==> config.mk <==
export PLATFORM = sky130hd
export DESIGN_NAME = hub_port_config_regs
export DESIGN_NICKNAME = d
export VERILOG_FILES = /design/src/design/hub_cfg_pkg.sv /design/src/design/cfg_byte_reg.sv /design/src/design/std_port_numbering.sv /design/src/design/hub_port_config_regs.sv
export SDC_FILE = /design/constraint.sdc
export NUM_CORES = 1
export LEC_CHECK = 0
export BUFFER_PORTS_ARGS = -buffer_cell sky130_fd_sc_hd__buf_2
export CORE_ASPECT_RATIO = 0.7
export CORE_UTILIZATION = 46
export DETAILED_ROUTE_END_ITERATION = 10
export PLACE_DENSITY = 0.78
export REMOVE_ABC_BUFFERS = 1
export SYNTH_ARGS = -nofsm -noshare
export SYNTH_HDL_FRONTEND = slang
export SYNTH_SLANG_ARGS = --single-unit
==> constraint.sdc <==
create_clock -name clk -period 2.13 [get_ports clk]
set_input_delay 0 -clock clk [delete_from_list [all_inputs] [get_ports clk]]
set_output_delay 0 -clock clk [all_outputs]
set_load 0.01 [all_outputs]
==> src/design/hub_cfg_pkg.sv <==
// Constants shared by the hub port configuration register bank.
// Assumes an 8-bit register port with byte addresses and three downstream ports.
package hub_cfg_pkg;
	localparam int NUM_PORTS = 3;
	localparam int LNUM_W = 2;

	localparam logic [7:0] OFS_CONFIG_BYTE_TWO = 8'h07;
	localparam logic [7:0] OFS_CONFIG_BYTE_THREE = 8'h08;
	localparam logic [7:0] OFS_FIXED_DEVICE_PORT_MASK = 8'h09;
	localparam logic [7:0] OFS_SELF_POWERED_PORT_OFF_MASK = 8'h0a;

	localparam logic [7:0] RST_CONFIG_BYTE_TWO = 8'h20;
	localparam logic [7:0] RST_CONFIG_BYTE_THREE = 8'h00;
	localparam logic [7:0] RST_FIXED_DEVICE_PORT_MASK = 8'h00;
	localparam logic [7:0] RST_SELF_POWERED_PORT_OFF_MASK = 8'h00;

	// Writable bits; all other bits are reserved
	localparam logic [7:0] WMASK_CONFIG_BYTE_TWO = 8'h08;
	localparam logic [7:0] WMASK_CONFIG_BYTE_THREE = 8'h09;
	localparam logic [7:0] WMASK_PORT_BITS = 8'h0e;

	localparam int BIT_COMPOUND = 3;
	localparam int BIT_REMAP_ENABLE = 3;
	localparam int BIT_STRING_ENABLE = 0;
	localparam int PORT_LSB = 1;

	localparam logic [7:0] RDATA_NONE = 8'h00;
	localparam logic [3:0] REMAP_MAX_LOGICAL = 4'h3;
endpackage : hub_cfg_pkg

==> src/design/cfg_byte_reg.sv <==
// One 8-bit configuration byte with a fixed pattern in its reserved bits.
// Assumes the write strobe is a one-cycle pulse on clk.
`timescale 1ns/10ps
`default_nettype none
module cfg_byte_reg #(
	parameter logic [7:0] RESET_VAL = 8'h00,
	parameter logic [7:0] WRITE_MASK = 8'hff
) (
	input wire logic clk,
	input wire logic sys_rst,
	input wire logic write,
	input wire logic [7:0] wdata,
	output logic [7:0] value
);
	typedef struct packed {
		logic [7:0] stored;
	} byte_state_t;

	byte_state_t s_q;
	byte_state_t s_d;

	always_comb begin
		s_d = s_q;
		if (write) begin
			s_d.stored = wdata & WRITE_MASK;
		end
	end

	always_ff @(posedge clk) begin
		if (sys_rst) begin
			s_q.stored <= RESET_VAL & WRITE_MASK;
		end else begin
			s_q <= s_d;
		end
	end

	// Reserved bits never change, so writes to them cannot reach the hub
	assign value = s_q.stored | (RESET_VAL & ~WRITE_MASK);
endmodule : cfg_byte_reg
`default_nettype wire

==> src/design/std_port_numbering.sv <==
// Standard port numbering: packs enabled physical ports into contiguous logical numbers.
// Purely combinational; the caller registers the results.
`timescale 1ns/10ps
`default_nettype none
module std_port_numbering #(
	parameter int NPORTS = hub_cfg_pkg::NUM_PORTS,
	parameter int LW = hub_cfg_pkg::LNUM_W
) (
	input wire logic [NPORTS-1:0] off_bits,
	output logic [NPORTS*LW-1:0] logical_nums,
	output logic [LW-1:0] enabled_count
);
	always_comb begin
		logic [LW-1:0] run;
		run = '0;
		logical_nums = '0;
		for (int i = 0; i < NPORTS; i++) begin
			if (!off_bits[i]) begin
				run = run + LW'(1);
				logical_nums[i*LW +: LW] = run;
			end
		end
		enabled_count = run;
	end
endmodule : std_port_numbering
`default_nettype wire

==> src/design/hub_port_config_regs.sv <==
// Port configuration register bank of a three-port hub: compound flag, numbering
// mode, string support, fixed-device and port-off masks, and the derived port view.
// Assumes a byte register port on clk; bus-powered mask, power select and remap
// tables come from neighbouring registers as plain inputs.
// Contract
// - Bit 3 of config_byte_two reports the hub as part of a compound device when set.
// - config_byte_two resets to 0x20, so the hub starts as not compound.
// - With remap_enable clear, standard numbering applies and the off masks decide enables.
// - In standard numbering, enabled ports above a disabled one shift down to stay contiguous.
// - With remap_enable set, numbering and disabling come from the remap tables instead.
// - Bit 0 of config_byte_three enables string descriptor support.
// - fixed_device_port_mask resets to zero and a set valid bit marks a port non-removable.
// - fixed_device_bits 1 to 3 belong to ports 1 to 3; other bits are reserved.
// - The hub reports which active ports hold a fixed device, which supplies its descriptors.
// - Self-powered with remap_enable clear, a port whose self_powered_off_bits bit is set is off.
// - Any mix of disabled ports is accepted and the enabled count is reported.
// - self_powered_off_bits 1 to 3 disable ports 1 to 3; other bits are reserved.
// - power_source_select high means self-powered and picks the self-powered mask.
// - Bus-powered operation uses bus_powered_off_bits in place of the self-powered mask.
`timescale 1ns/10ps
`default_nettype none
module hub_port_config_regs #(
	parameter int NPORTS = hub_cfg_pkg::NUM_PORTS,
	parameter int LW = hub_cfg_pkg::LNUM_W,
	parameter logic [7:0] CONFIG_BYTE_THREE_RESET = hub_cfg_pkg::RST_CONFIG_BYTE_THREE,
	parameter logic [7:0] SP_OFF_RESET = hub_cfg_pkg::RST_SELF_POWERED_PORT_OFF_MASK
) (
	input wire logic clk,
	input wire logic sys_rst,
	input wire logic reg_write,
	input wire logic reg_read,
	input wire logic [7:0] reg_addr,
	input wire logic [7:0] reg_wdata,
	output logic [7:0] reg_rdata,
	input wire logic power_source_select,
	input wire logic [7:0] bus_powered_off_bits,
	input wire logic [7:0] remap_table_fb,
	input wire logic [7:0] remap_table_fc,
	output logic compound_device,
	output logic string_enable,
	output logic remap_mode,
	output logic [NPORTS-1:0] port_enabled,
	output logic [NPORTS*LW-1:0] port_logical_nums,
	output logic [LW-1:0] enabled_port_count,
	output logic [NPORTS-1:0] fixed_device_logical
);
	typedef struct packed {
		logic [7:0] rdata;
		logic compound;
		logic string_en;
		logic remap;
		logic [NPORTS-1:0] port_en;
		logic [NPORTS*LW-1:0] logical;
		logic [LW-1:0] count;
		logic [NPORTS-1:0] fixed_log;
	} bank_state_t;

	bank_state_t s_q;
	bank_state_t s_d;

	logic [7:0] cfg_two;
	logic [7:0] cfg_three;
	logic [7:0] fixed_mask;
	logic [7:0] sp_off_mask;
	logic [NPORTS-1:0] off_sel;
	logic [NPORTS*LW-1:0] std_logical;
	logic [LW-1:0] std_count;
	logic [NPORTS*LW-1:0] map_logical;
	logic [LW-1:0] map_count;
	logic [15:0] remap_nibbles;

	// Reset values and reserved patterns live in the byte cells
	cfg_byte_reg #(
		.RESET_VAL(hub_cfg_pkg::RST_CONFIG_BYTE_TWO),
		.WRITE_MASK(hub_cfg_pkg::WMASK_CONFIG_BYTE_TWO)
	) u_cfg_two (
		.clk(clk),
		.sys_rst(sys_rst),
		.write(reg_write && reg_addr == hub_cfg_pkg::OFS_CONFIG_BYTE_TWO),
		.wdata(reg_wdata),
		.value(cfg_two)
	);

	cfg_byte_reg #(
		.RESET_VAL(CONFIG_BYTE_THREE_RESET),
		.WRITE_MASK(hub_cfg_pkg::WMASK_CONFIG_BYTE_THREE)
	) u_cfg_three (
		.clk(clk),
		.sys_rst(sys_rst),
		.write(reg_write && reg_addr == hub_cfg_pkg::OFS_CONFIG_BYTE_THREE),
		.wdata(reg_wdata),
		.value(cfg_three)
	);

	cfg_byte_reg #(
		.RESET_VAL(hub_cfg_pkg::RST_FIXED_DEVICE_PORT_MASK),
		.WRITE_MASK(hub_cfg_pkg::WMASK_PORT_BITS)
	) u_fixed_mask (
		.clk(clk),
		.sys_rst(sys_rst),
		.write(reg_write && reg_addr == hub_cfg_pkg::OFS_FIXED_DEVICE_PORT_MASK),
		.wdata(reg_wdata),
		.value(fixed_mask)
	);

	cfg_byte_reg #(
		.RESET_VAL(SP_OFF_RESET),
		.WRITE_MASK(hub_cfg_pkg::WMASK_PORT_BITS)
	) u_sp_off_mask (
		.clk(clk),
		.sys_rst(sys_rst),
		.write(reg_write && reg_addr == hub_cfg_pkg::OFS_SELF_POWERED_PORT_OFF_MASK),
		.wdata(reg_wdata),
		.value(sp_off_mask)
	);

	// Power source picks which off mask applies; reserved bits are never looked at
	assign off_sel = power_source_select ?
		sp_off_mask[hub_cfg_pkg::PORT_LSB +: NPORTS] :
		bus_powered_off_bits[hub_cfg_pkg::PORT_LSB +: NPORTS];

	std_port_numbering #(
		.NPORTS(NPORTS),
		.LW(LW)
	) u_std_numbering (
		.off_bits(off_sel),
		.logical_nums(std_logical),
		.enabled_count(std_count)
	);

	// Remap tables: one nibble per physical port, zero or out of range means off
	assign remap_nibbles = {remap_table_fc, remap_table_fb};

	always_comb begin
		logic [3:0] nib;
		nib = '0;
		map_logical = '0;
		map_count = '0;
		for (int i = 0; i < NPORTS; i++) begin
			nib = remap_nibbles[i*4 +: 4];
			if (nib != 4'h0 && nib <= hub_cfg_pkg::REMAP_MAX_LOGICAL) begin
				map_logical[i*LW +: LW] = nib[LW-1:0];
				map_count = map_count + LW'(1);
			end
		end
	end

	always_comb begin
		s_d = s_q;
		s_d.compound = cfg_two[hub_cfg_pkg::BIT_COMPOUND];
		s_d.string_en = cfg_three[hub_cfg_pkg::BIT_STRING_ENABLE];
		s_d.remap = cfg_three[hub_cfg_pkg::BIT_REMAP_ENABLE];
		s_d.logical = s_d.remap ? map_logical : std_logical;
		s_d.count = s_d.remap ? map_count : std_count;
		s_d.fixed_log = '0;
		for (int i = 0; i < NPORTS; i++) begin
			s_d.port_en[i] = s_d.logical[i*LW +: LW] != '0;
			// Fixed flag follows the port to its reported number; idle ports report none
			if (s_d.port_en[i] && fixed_mask[hub_cfg_pkg::PORT_LSB + i]) begin
				s_d.fixed_log[int'(s_d.logical[i*LW +: LW]) - 1] = 1'b1;
			end
		end
		if (reg_read) begin
			if (reg_addr == hub_cfg_pkg::OFS_CONFIG_BYTE_TWO) begin
				s_d.rdata = cfg_two;
			end else if (reg_addr == hub_cfg_pkg::OFS_CONFIG_BYTE_THREE) begin
				s_d.rdata = cfg_three;
			end else if (reg_addr == hub_cfg_pkg::OFS_FIXED_DEVICE_PORT_MASK) begin
				s_d.rdata = fixed_mask;
			end else if (reg_addr == hub_cfg_pkg::OFS_SELF_POWERED_PORT_OFF_MASK) begin
				s_d.rdata = sp_off_mask;
			end else begin
				s_d.rdata = hub_cfg_pkg::RDATA_NONE;
			end
		end
	end

	always_ff @(posedge clk) begin
		if (sys_rst) begin
			s_q <= '0;
		end else begin
			s_q <= s_d;
		end
	end

	assign reg_rdata = s_q.rdata;
	assign compound_device = s_q.compound;
	assign string_enable = s_q.string_en;
	assign remap_mode = s_q.remap;
	assign port_enabled = s_q.port_en;
	assign port_logical_nums = s_q.logical;
	assign enabled_port_count = s_q.count;
	assign fixed_device_logical = s_q.fixed_log;
endmodule : hub_port_config_regs
`default_nettype wire

# == Word level (Yosys, flattened, before mapping) ==
# Index checks and enable logic that the tools add are counted.
# W data, S select, Z words.
# totals
reg_bits,34
inputBits,45
out_inout_bits,25
word_cells,80
# op_classes
n_addsub,7
magnitude_cmp,9
n_eq_ne,4
n_mux,27
bitwise,2
reduce_logical,19
# op_table
operator,count
$eq A8 B4 Y1 const B,3
$mux W2,10
$logic_and A1 B1 Y1,13
$le A4 B2 Y1 const B,3
$lt A3 B4 Y1 const B,3
$mux W3,4
$mux W4,3
$mux W6,2
$reduce_bool A4 Y1,3
$ge A3 B1 Y1 const B,3
$sub A2 B1 Y3 const B,3
$eq A8 B3 Y1 const B,1
$add A2 B1 Y2 const B,3
$demux W1 S2,3
$or A3 B3 Y3,2
$reduce_bool A2 Y1,3
$mux W1,5
$add A1 B1 Y2 const B,1

# == Longest topological paths before layout ==
# Gate-level depths: netlist of run 1.
# logic_depth
word_depth,17
depth_mapped,8
ltp_nobuf,8

# == Modules after synthesis ==
# A second synthesis of run 1 with hierarchy kept.
# unflattened
hier_cells,229
area_unflattened_um2,1941.9
# modules_own_cells
module,instances,cells_per_inst,area_each_um2,seq_area_each_um2
hub_port_config_regs,1,161,1352.5,500.5
cfg_byte_reg at u_fixed_mask ...,2,15,142.6,60.1
cfg_byte_reg at u_cfg_three,1,13,116.4,40.0
cfg_byte_reg at u_cfg_two,1,12,93.8,20.0
std_port_numbering,1,13,93.8,0.0

# == Worst setup path before layout of run 1 ==
# No wires, ideal clock.
# synth_path
kind,register to register
start,register u_sp_off_mask.s_q (netlist bit u_sp_off_mask.value[1])
end,register s_q (netlist bit fixed_device_logical[0])
setup_ns,0.120
arrival_ns,1.602
required_time_ns,2.010
path_slack_ns,0.408
path_stages_with_launch,9
n_path_buf,0
period_less_slack_ns,1.722
cell_sequence,dfxtp_1 -> mux2i_1 -> ha_1 -> inv_1 -> ha_1 -> nor2b_1 -> a31oi_1 -> nor4b_1 -> a211o_1
# synth_between
elab_chain_len,14
word_cells_on_any_way,37
classes_between,add/sub (5); order compare (6); mux (15); bitwise (2); reduce/logical (9)
# synth_lines
item,line_no,rtl
from (decl),cfg_byte_reg.sv:19,byte_state_t s_q;
$mux W3 (*),hub_port_config_regs.sv:118,assign off_sel = power_source_select ?
$mux W1 (*),std_port_numbering.sv:18,if (!off_bits[i]) begin
$add A1 B1 Y2,std_port_numbering.sv:19,run = run + LW'(1);
$mux W2,std_port_numbering.sv:18,
$add A2 B1 Y2 / $mux W6 (equally long branches),"std_port_numbering.sv:19, hub_port_config_regs.sv:153",
$mux W2 / $sub A2 B1 Y3 (equally long branches),"std_port_numbering.sv:18, hub_port_config_regs.sv:160",
$mux W6 (*),hub_port_config_regs.sv:153,s_d.logical = s_d.remap ? map_logical : std_logical;
$sub A2 B1 Y3 / $logic_and A1 B1 Y1 (equally long branches),hub_port_config_regs.sv:160,s_d.fixed_log[int'(s_d.logical[i*LW +: LW]) - 1] = 1'b1;
"$lt A3 B4 Y1 (not written as such), or another cell as far along",hub_port_config_regs.sv:160,
$logic_and A1 B1 Y1 (not written as such) / $demux W1 S2 (equally long branches),hub_port_config_regs.sv:160,
$mux W1 (not written as such) / $or A3 B3 Y3 (equally long branches),n/a,
$demux W1 S2 / $mux W3 (equally long branches),"hub_port_config_regs.sv:160, hub_port_config_regs.sv:159",
$or A3 B3 Y3 (no line),n/a,
$mux W3 (*),hub_port_config_regs.sv:159,if (s_d.port_en[i] && fixed_mask[hub_cfg_pkg::PORT_LSB + i]) begin
to (signal assigned),hub_port_config_regs.sv:180,s_q <= '0;
to (signal assigned),hub_port_config_regs.sv:182,s_q <= s_d;
to (decl),hub_port_config_regs.sv:58,bank_state_t s_q;
# Mark *: on every way between the ends. The rest lies on a longest branch, timed or not.
# A chain may end at the register's enable or synchronous reset.

# == Worst setup path after layout of run 1 ==
# layout_path
start,register u_sp_off_mask.s_q (netlist bit u_sp_off_mask.value[1])
end,register s_q (netlist bit fixed_device_logical[2])
# Same word-level chain as after synthesis.

==> impl_metrics.env, run 1 <==
export IMPL_fillCellCount=275
export IMPL_timing_critical_path_required_ns=2.32
export IMPL_vias_per_cell=5.15
export IMPL_ioPinCount=70
export IMPL_max_fanout_on_critical_path=5
export IMPL_grt_antenna_before_repair=0
export IMPL_fin_crit_sh_pct=95.9
export IMPL_dieWidth_um=71.0
export IMPL_syn_area_per_cell_um2=9.53
export IMPL_wl_final_mm=3.26
export IMPL_initial_core_util_pct=48.4
export IMPL_status="complete, but fails checks"
export IMPL_grt_total_usage_pct=19.0
export IMPL_finish_net_count=270
export IMPL_drt_first_iter_violations=121
export IMPL_rsz0062_at_grt="no"
export IMPL_power_share_switching_pct=24.0
export IMPL_synth_seq_area_share_pct=40.5
export IMPL_drc_errors=5
export IMPL_drv_cap=0
export IMPL_ctsRootBufferMaster="sky130_fd_sc_hd__clkbuf_8"
export IMPL_tritoncts="built"
export IMPL_hold_path_class="input pin to flip-flop"
export IMPL_fmax_mhz=489
export IMPL_antenna_violation_net_count_after_detailed_routing=0
export IMPL_clock_insertion_delay_worst_skew_ns=0.28
export IMPL_vdd_drop_max_v=0.000364
export IMPL_cts_sinks=31
export IMPL_p_seq_share_pct=49.6
export IMPL_report_final_hold_viol_count=1
export IMPL_placement_io_buffers=53
export IMPL_leakage_uw=0.000895
export IMPL_critical_path_startpoint_type="flip-flop"
export IMPL_fp_row_count=17
export IMPL_syn_to_final_growth_pct=26.1
export IMPL_grt_start_max_net_pins=34
export IMPL_worst_hold_slack_ns=-0.00253
export IMPL_p_int_uw=916
export IMPL_timing_critical_path_arrival_ns=2.23
export IMPL_worst_r2r_cell_count=8
export IMPL_postSynthRegisterBits=31
export IMPL_finalSetupViolCount=0
export IMPL_weighted_congestion_at_the_end_of_routability_driven_global_placement=0.762
export IMPL_floorplan_die_area_um2=3570
export IMPL_core_area_um2=3170
export IMPL_first_global_vias=1086
export IMPL_area_of_the_mapped_netlist_um2=1530
export IMPL_globalRouteOverflowTotal=0
export IMPL_timing_setup_tns_ns=0
export IMPL_timing_worst_setup_path_type="flip-flop to flip-flop"
export IMPL_most_common_library_cell_in_the_layout_ignoring_fill_and_taps="sky130_fd_sc_hd__buf_2"
export IMPL_cts_max_path_buffers=2
export IMPL_failed_checks="DRC, hold timing"
export IMPL_avgRoutedWirePerCell_um=12.7
export IMPL_number_of_levels_the_h_tree_was_split_into=2
export IMPL_synth_edf_count=0
export IMPL_switchingPower_uw=289
export IMPL_place_detailed_hpwl_mm=2.39
export IMPL_diodes=0
export IMPL_cp_end_kind="flip-flop"
export IMPL_most_common_layout_cells="53 x sky130_fd_sc_hd__buf_2, 31 x sky130_fd_sc_hd__dfxtp_1, 19 x sky130_fd_sc_hd__nor2_1, 11 x sky130_fd_sc_hd__mux2i_1, 10 x sky130_fd_sc_hd__nor2b_1"
export IMPL_hold_path_depth=3
export IMPL_power_density_cell_area_nw_per_um2=623
export IMPL_cts_buffers=5
export IMPL_firstDrtPassIters=10
export IMPL_grt_first_pass_wirelength_mm=5.02
export IMPL_synth_yosys_warnings=0
export IMPL_post_synthesis_cell_count=161
export IMPL_layout_drive_gt1_share_pct=33.3
export IMPL_post_cts_repair_setup_buffers=0
export IMPL_ys_async_sr_fraction_pct=0
export IMPL_netlist_cell_type_count=49
export IMPL_register_area_um2=621
export IMPL_pwr_share_comb_pct=12.8
export IMPL_final_max_slew_violation_count=0
export IMPL_area_taken_by_multi_input_logic_gates_um2=836
export IMPL_clk_transition_reported_paths_ns=0.06
export IMPL_timing_final_crit_period_ns=2.04
export IMPL_most_used_flip_flop_cell_after_synthesis="sky130_fd_sc_hd__dfxtp_1"
export IMPL_timing_max_slew_rel_slack_pct=62.2
export IMPL_num_vias=1324
export IMPL_actual_transition_at_the_worst_max_transition_pin_ns=0.566
export IMPL_clock_power_share_pct=37.6
export IMPL_vertical_die_dimension_um=50.3
export IMPL_clock_skew_ns=0.00181
## worst max-delay path, stage by stage, from the launching register on
cell,delay (ns)
sky130_fd_sc_hd__dfxtp_1,0.35
sky130_fd_sc_hd__mux2i_1,0.28
sky130_fd_sc_hd__ha_1,0.29
sky130_fd_sc_hd__inv_1,0.06
sky130_fd_sc_hd__ha_1,0.14
sky130_fd_sc_hd__nor2b_1,0.19
sky130_fd_sc_hd__a31oi_2,0.10
sky130_fd_sc_hd__or4_1,0.46
sky130_fd_sc_hd__o311ai_1,0.09
## area by class of cell
cell class              count  area share [%]
multi-input cells         116            43.2
flip-flops and latches     31            32.1
repair buffers             59            16.6
clock buffers               6            4.27
well taps                  38            2.46
inverters                   6            1.16
clock inverters             1           0.259
## synth_stat cells (2+ instances only)
master,number,share of area (%)
sky130_fd_sc_hd__a211o_1,2,1.1
sky130_fd_sc_hd__a21oi_1,8,2.6
sky130_fd_sc_hd__a22o_1,4,2.3
sky130_fd_sc_hd__a31oi_1,3,1.2
sky130_fd_sc_hd__and4_1,2,1.1
sky130_fd_sc_hd__buf_1,2,0.49
sky130_fd_sc_hd__buf_2,2,0.65
sky130_fd_sc_hd__buf_4,3,1.5
sky130_fd_sc_hd__dfxtp_1,31,40
sky130_fd_sc_hd__ha_1,6,4.9
sky130_fd_sc_hd__inv_1,6,1.5
sky130_fd_sc_hd__mux2i_1,11,7.2
sky130_fd_sc_hd__nand2_1,7,1.7
sky130_fd_sc_hd__nand2b_1,4,1.6
sky130_fd_sc_hd__nand3_1,3,0.98
sky130_fd_sc_hd__nor2_1,19,4.6
sky130_fd_sc_hd__nor2b_1,10,4.1
sky130_fd_sc_hd__nor3b_1,2,0.98
sky130_fd_sc_hd__nor4b_1,2,1.1
sky130_fd_sc_hd__o21a_1,2,0.98
sky130_fd_sc_hd__o21ai_0,4,1.3
## power groups by stage
stage	registers (µW)	logic [µW]	clock network, µW
after floorplan	618	59.8	0
after global placement	610	142	0
after detailed placement	610	145	0
after CTS	597	152	466
after global routing	598	170	498
final	597	155	453
## per-stage QoR
step / power (µW) / utilization, % / std cells / setup WS, ns / area, µm²
floorplan: 678 / - / 153 / 0.390 / 1470
global placement: 752 / 56.8 / 246 / 0.143 / 1800
CTS: 1220 / 60.8 / 257 / 0.0818 / 1930
detailed placement: 755 / 56.8 / 246 / 0.135 / 1800
global route: 1270 / 61.0 / 257 / 0.00643 / 1930
finish: 1200 / 61.0 / 257 / 0.0868 / 1930
## per-layer routing
layer / vias to the layer above / share of wire [%] / global-route usage (%)
met5: - / 0 / 0
met4: 0 / 3.2 / 12.3
met3: 12 / 5.8 / 4.82
met2: 45 / 42 / 26.3
met1: 588 / 49 / 26.2
li1: 679 / - / -
## repair_timing
item / CTS / global route
hold buffers: 4 / 0
endpoints found under the setup margin: 0 / 2
hold endpoints to repair: 6 / 0
gates resized for setup: 0 / 1
## cells by family (layout without fill, tap and decap cells)
kind of cell	after synthesis	after routing	synth area share [%]
buffers and inverters	16	72	5.95
AO/OA/AOI/OAI	30	30	13.9
XOR/XNOR	1	1	0.571
multiplexers	12	12	8.08
flip-flops	31	31	40.5
adder cells (fa/ha/maj)	6	6	4.89
other	1	3	0.244
AND/OR/NAND/NOR	64	64	25.9
## path summary, 6_finish.rpt
kind / slack [ns] / end / startpoint
worst max-delay path: 0.09 / fixed_device_logical[2]$_SDFF_PP0_ / u_sp_off_mask.value[1]$_SDFFE_PP0P_
worst min-delay path: -0.003 / u_cfg_three.value[3]$_SDFFE_PP0P_ / reg_wdata[3]
worst max register to register: 0.09 / fixed_device_logical[2]$_SDFF_PP0_ / u_sp_off_mask.value[1]$_SDFFE_PP0P_
worst min register to register: 0.48 / reg_rdata[1]$_SDFFE_PP0P_ / reg_rdata[1]$_SDFFE_PP0P_
## sequential cells by signal, indices dropped and copies added (netlist names)
| name | count |
|---|---|
| enabled_port_count | 2 |
| u_sp_off_mask.value | 3 |
| compound_device | 1 |
| u_cfg_two.s_q | 1 |
| port_enabled | 3 |
| fixed_device_logical | 3 |
| port_logical_nums | 6 |
| u_cfg_three.value | 2 |
| string_enable | 1 |
| reg_rdata | 5 |
| u_fixed_mask.value | 3 |
| remap_mode | 1 |
Power figures use the tool's default switching activity.
==> run 2, diff against run 1 <==
- PLACE_DENSITY: 0.78 -> default
- PLACE_DENSITY_LB_ADDON: default -> 0.08
==> run 2 against run 1 <==
  * The flow now finishes without violations
  * Sequential power about the same
  * Global-route usage increased by 2.1 points
  * Power rose by 13%
  * Critical path type unchanged
==> impl_metrics.env, run 2 (synthesis gave the netlist of run 1 again) <==
export IMPL_status="finished, final reports clean"
export IMPL_wl_final_mm=3.54
export IMPL_finalSetupViolCount=0
export IMPL_vias_per_cell=5.22
export IMPL_timing_max_slew_rel_slack_pct=59.1
export IMPL_drt_first_iter_violations=90
export IMPL_timing_worst_setup_path_type="flip-flop to flip-flop"
export IMPL_avgRoutedWirePerCell_um=13.7
export IMPL_ioPinCount=70
export IMPL_hold_path_depth=3
export IMPL_critical_path_startpoint_type="flip-flop"
export IMPL_cts_sinks=31
export IMPL_timing_critical_path_required_ns=2.30
export IMPL_first_global_vias=1197
export IMPL_layout_drive_gt1_share_pct=34.5
export IMPL_antenna_violation_net_count_after_detailed_routing=0
export IMPL_fmax_mhz=486
export IMPL_timing_final_crit_period_ns=2.06
export IMPL_hold_start="reg_wdata[3]"
export IMPL_timing_setup_tns_ns=0
export IMPL_grt_start_max_net_pins=34
export IMPL_reg2reg_from="u_sp_off_mask.value[2]$_SDFFE_PP0P_"
export IMPL_drv_cap=0
export IMPL_grt_first_pass_wirelength_mm=5.59
export IMPL_number_of_levels_the_h_tree_was_split_into=2
export IMPL_clock_skew_ns=0.00557
export IMPL_holdPathEnd="u_cfg_three.value[3]$_SDFFE_PP0P_"
export IMPL_cts_max_path_buffers=2
export IMPL_final_max_slew_violation_count=0
export IMPL_globalRouteOverflowTotal=0
export IMPL_actual_transition_at_the_worst_max_transition_pin_ns=0.612
export IMPL_placement_io_buffers=53
export IMPL_vdd_drop_max_v=0.000375
export IMPL_hold_path_class="input pin to flip-flop"
export IMPL_worst_hold_slack_ns=0.00384
export IMPL_weighted_congestion_at_the_end_of_routability_driven_global_placement=0.906
export IMPL_tritoncts="built"
export IMPL_cp_end_kind="flip-flop"
export IMPL_worstReg2RegEnd="fixed_device_logical[2]$_SDFF_PP0_"
export IMPL_syn_to_final_growth_pct=28.5
export IMPL_leakage_uw=0.000907
export IMPL_cts_buffers=5
export IMPL_num_vias=1347
export IMPL_most_common_layout_cells="53 x sky130_fd_sc_hd__buf_2, 31 x sky130_fd_sc_hd__dfxtp_1, 19 x sky130_fd_sc_hd__nor2_1, 10 x sky130_fd_sc_hd__nor2b_1, 9 x sky130_fd_sc_hd__mux2i_1"
export IMPL_firstDrtPassIters=6
export IMPL_fin_crit_sh_pct=96.6
export IMPL_fp_row_count=17
export IMPL_worst_case_register_to_register_setup_slack_ns=0.07
export IMPL_clk_transition_reported_paths_ns=0.07
export IMPL_timing_critical_path_arrival_ns=2.23
export IMPL_clock_insertion_delay_worst_skew_ns=0.29
export IMPL_dieWidth_um=71.0
export IMPL_most_common_library_cell_in_the_layout_ignoring_fill_and_taps="sky130_fd_sc_hd__buf_2"
export IMPL_worst_r2r_cell_count=8
export IMPL_vertical_die_dimension_um=50.3
export IMPL_drc_errors=0
export IMPL_floorplan_die_area_um2=3570
export IMPL_power_density_cell_area_nw_per_um2=692
export IMPL_core_area_um2=3170
export IMPL_diodes=0
export IMPL_post_cts_repair_setup_buffers=0
export IMPL_largest_register_ffs=6
export IMPL_grt_total_usage_pct=21.1
export IMPL_max_fanout_on_critical_path=5
export IMPL_finish_net_count=270
export IMPL_grt_antenna_before_repair=0
export IMPL_report_final_hold_viol_count=0
export IMPL_place_detailed_hpwl_mm=2.53
export IMPL_initial_core_util_pct=48.4
export IMPL_ctsRootBufferMaster="sky130_fd_sc_hd__clkbuf_8"
==> run 2: layout make-up <==
cell class              instances  area [µm²]
fillers                       295        1200
multi-input cells             116         843
inverters                       6        22.5
clock inverters                 2        35.0
well taps                      38        47.5
repair buffers                 59         320
flip-flops and latches         31         621
clock buffers                   6        82.6
==> run 2: per-stage QoR <==
| stage | power (µW) | setup WS (ns) | utilization, % | instance area, µm² | instances |
|---|---|---|---|---|---|
| after floorplan | 678 | 0.390 | - | 1470 | 153 |
| after global placement | 753 | 0.184 | 56.8 | 1800 | 246 |
| after detailed placement | 758 | 0.0969 | 56.8 | 1800 | 246 |
| after CTS | 1370 | 0.0651 | 61.8 | 1960 | 258 |
| after global routing | 1410 | -0.000429 | 62.2 | 1970 | 258 |
| final | 1360 | 0.0726 | 62.2 | 1970 | 258 |
==> run 2: layer usage <==
| layer | global-route usage, % | wire length [µm] |
|---|---|---|
| met1 | 28.8 | 1760 |
| met2 | 30.3 | 1530 |
| met3 | 8.03 | 205 |
| met4 | 7.67 | 47 |
| met5 | 0 | 0 |
==> run 2: timing repair <==
action,4_1_cts,5_1_grt
endpoints found under the setup margin,0,3
hold endpoints to repair,6,0
hold buffers,4,0
resized for setup,0,3
==> run 2: worst max path at each step <==
stage,startpoint,endpoint,slack [ns],cells after the start
2_1_floorplan,u_sp_off_mask.value[1]$_SDFFE_PP0P_,fixed_device_logical[0]$_SDFF_PP0_,0.39,8
3_3_place_gp,u_sp_off_mask.value[2]$_SDFFE_PP0P_,fixed_device_logical[0]$_SDFF_PP0_,0.18,8
3_5_place_dp,u_sp_off_mask.value[1]$_SDFFE_PP0P_,fixed_device_logical[2]$_SDFF_PP0_,0.1,8
4_1_cts,u_sp_off_mask.value[2]$_SDFFE_PP0P_,fixed_device_logical[2]$_SDFF_PP0_,0.07,8
5_1_grt,u_sp_off_mask.value[2]$_SDFFE_PP0P_,fixed_device_logical[2]$_SDFF_PP0_,-0.0004,8
6_report,u_sp_off_mask.value[2]$_SDFFE_PP0P_,fixed_device_logical[2]$_SDFF_PP0_,0.07,8
==> run 2: worst max-delay path, cell delays in order, from the launching register on <==
cell	delay (ns)
sky130_fd_sc_hd__dfxtp_1	0.33
sky130_fd_sc_hd__mux2i_2	0.23
sky130_fd_sc_hd__ha_1	0.28
sky130_fd_sc_hd__inv_1	0.07
sky130_fd_sc_hd__ha_1	0.15
sky130_fd_sc_hd__nor2b_1	0.18
sky130_fd_sc_hd__a31oi_2	0.10
sky130_fd_sc_hd__or4_1	0.48
sky130_fd_sc_hd__o311ai_1	0.11
==> run 2: power breakdown <==
group / switching (µW) / internal (µW)
Combinational: 89.5 / 70.7
Clock: 229 / 378
Sequential: 2.80 / 594
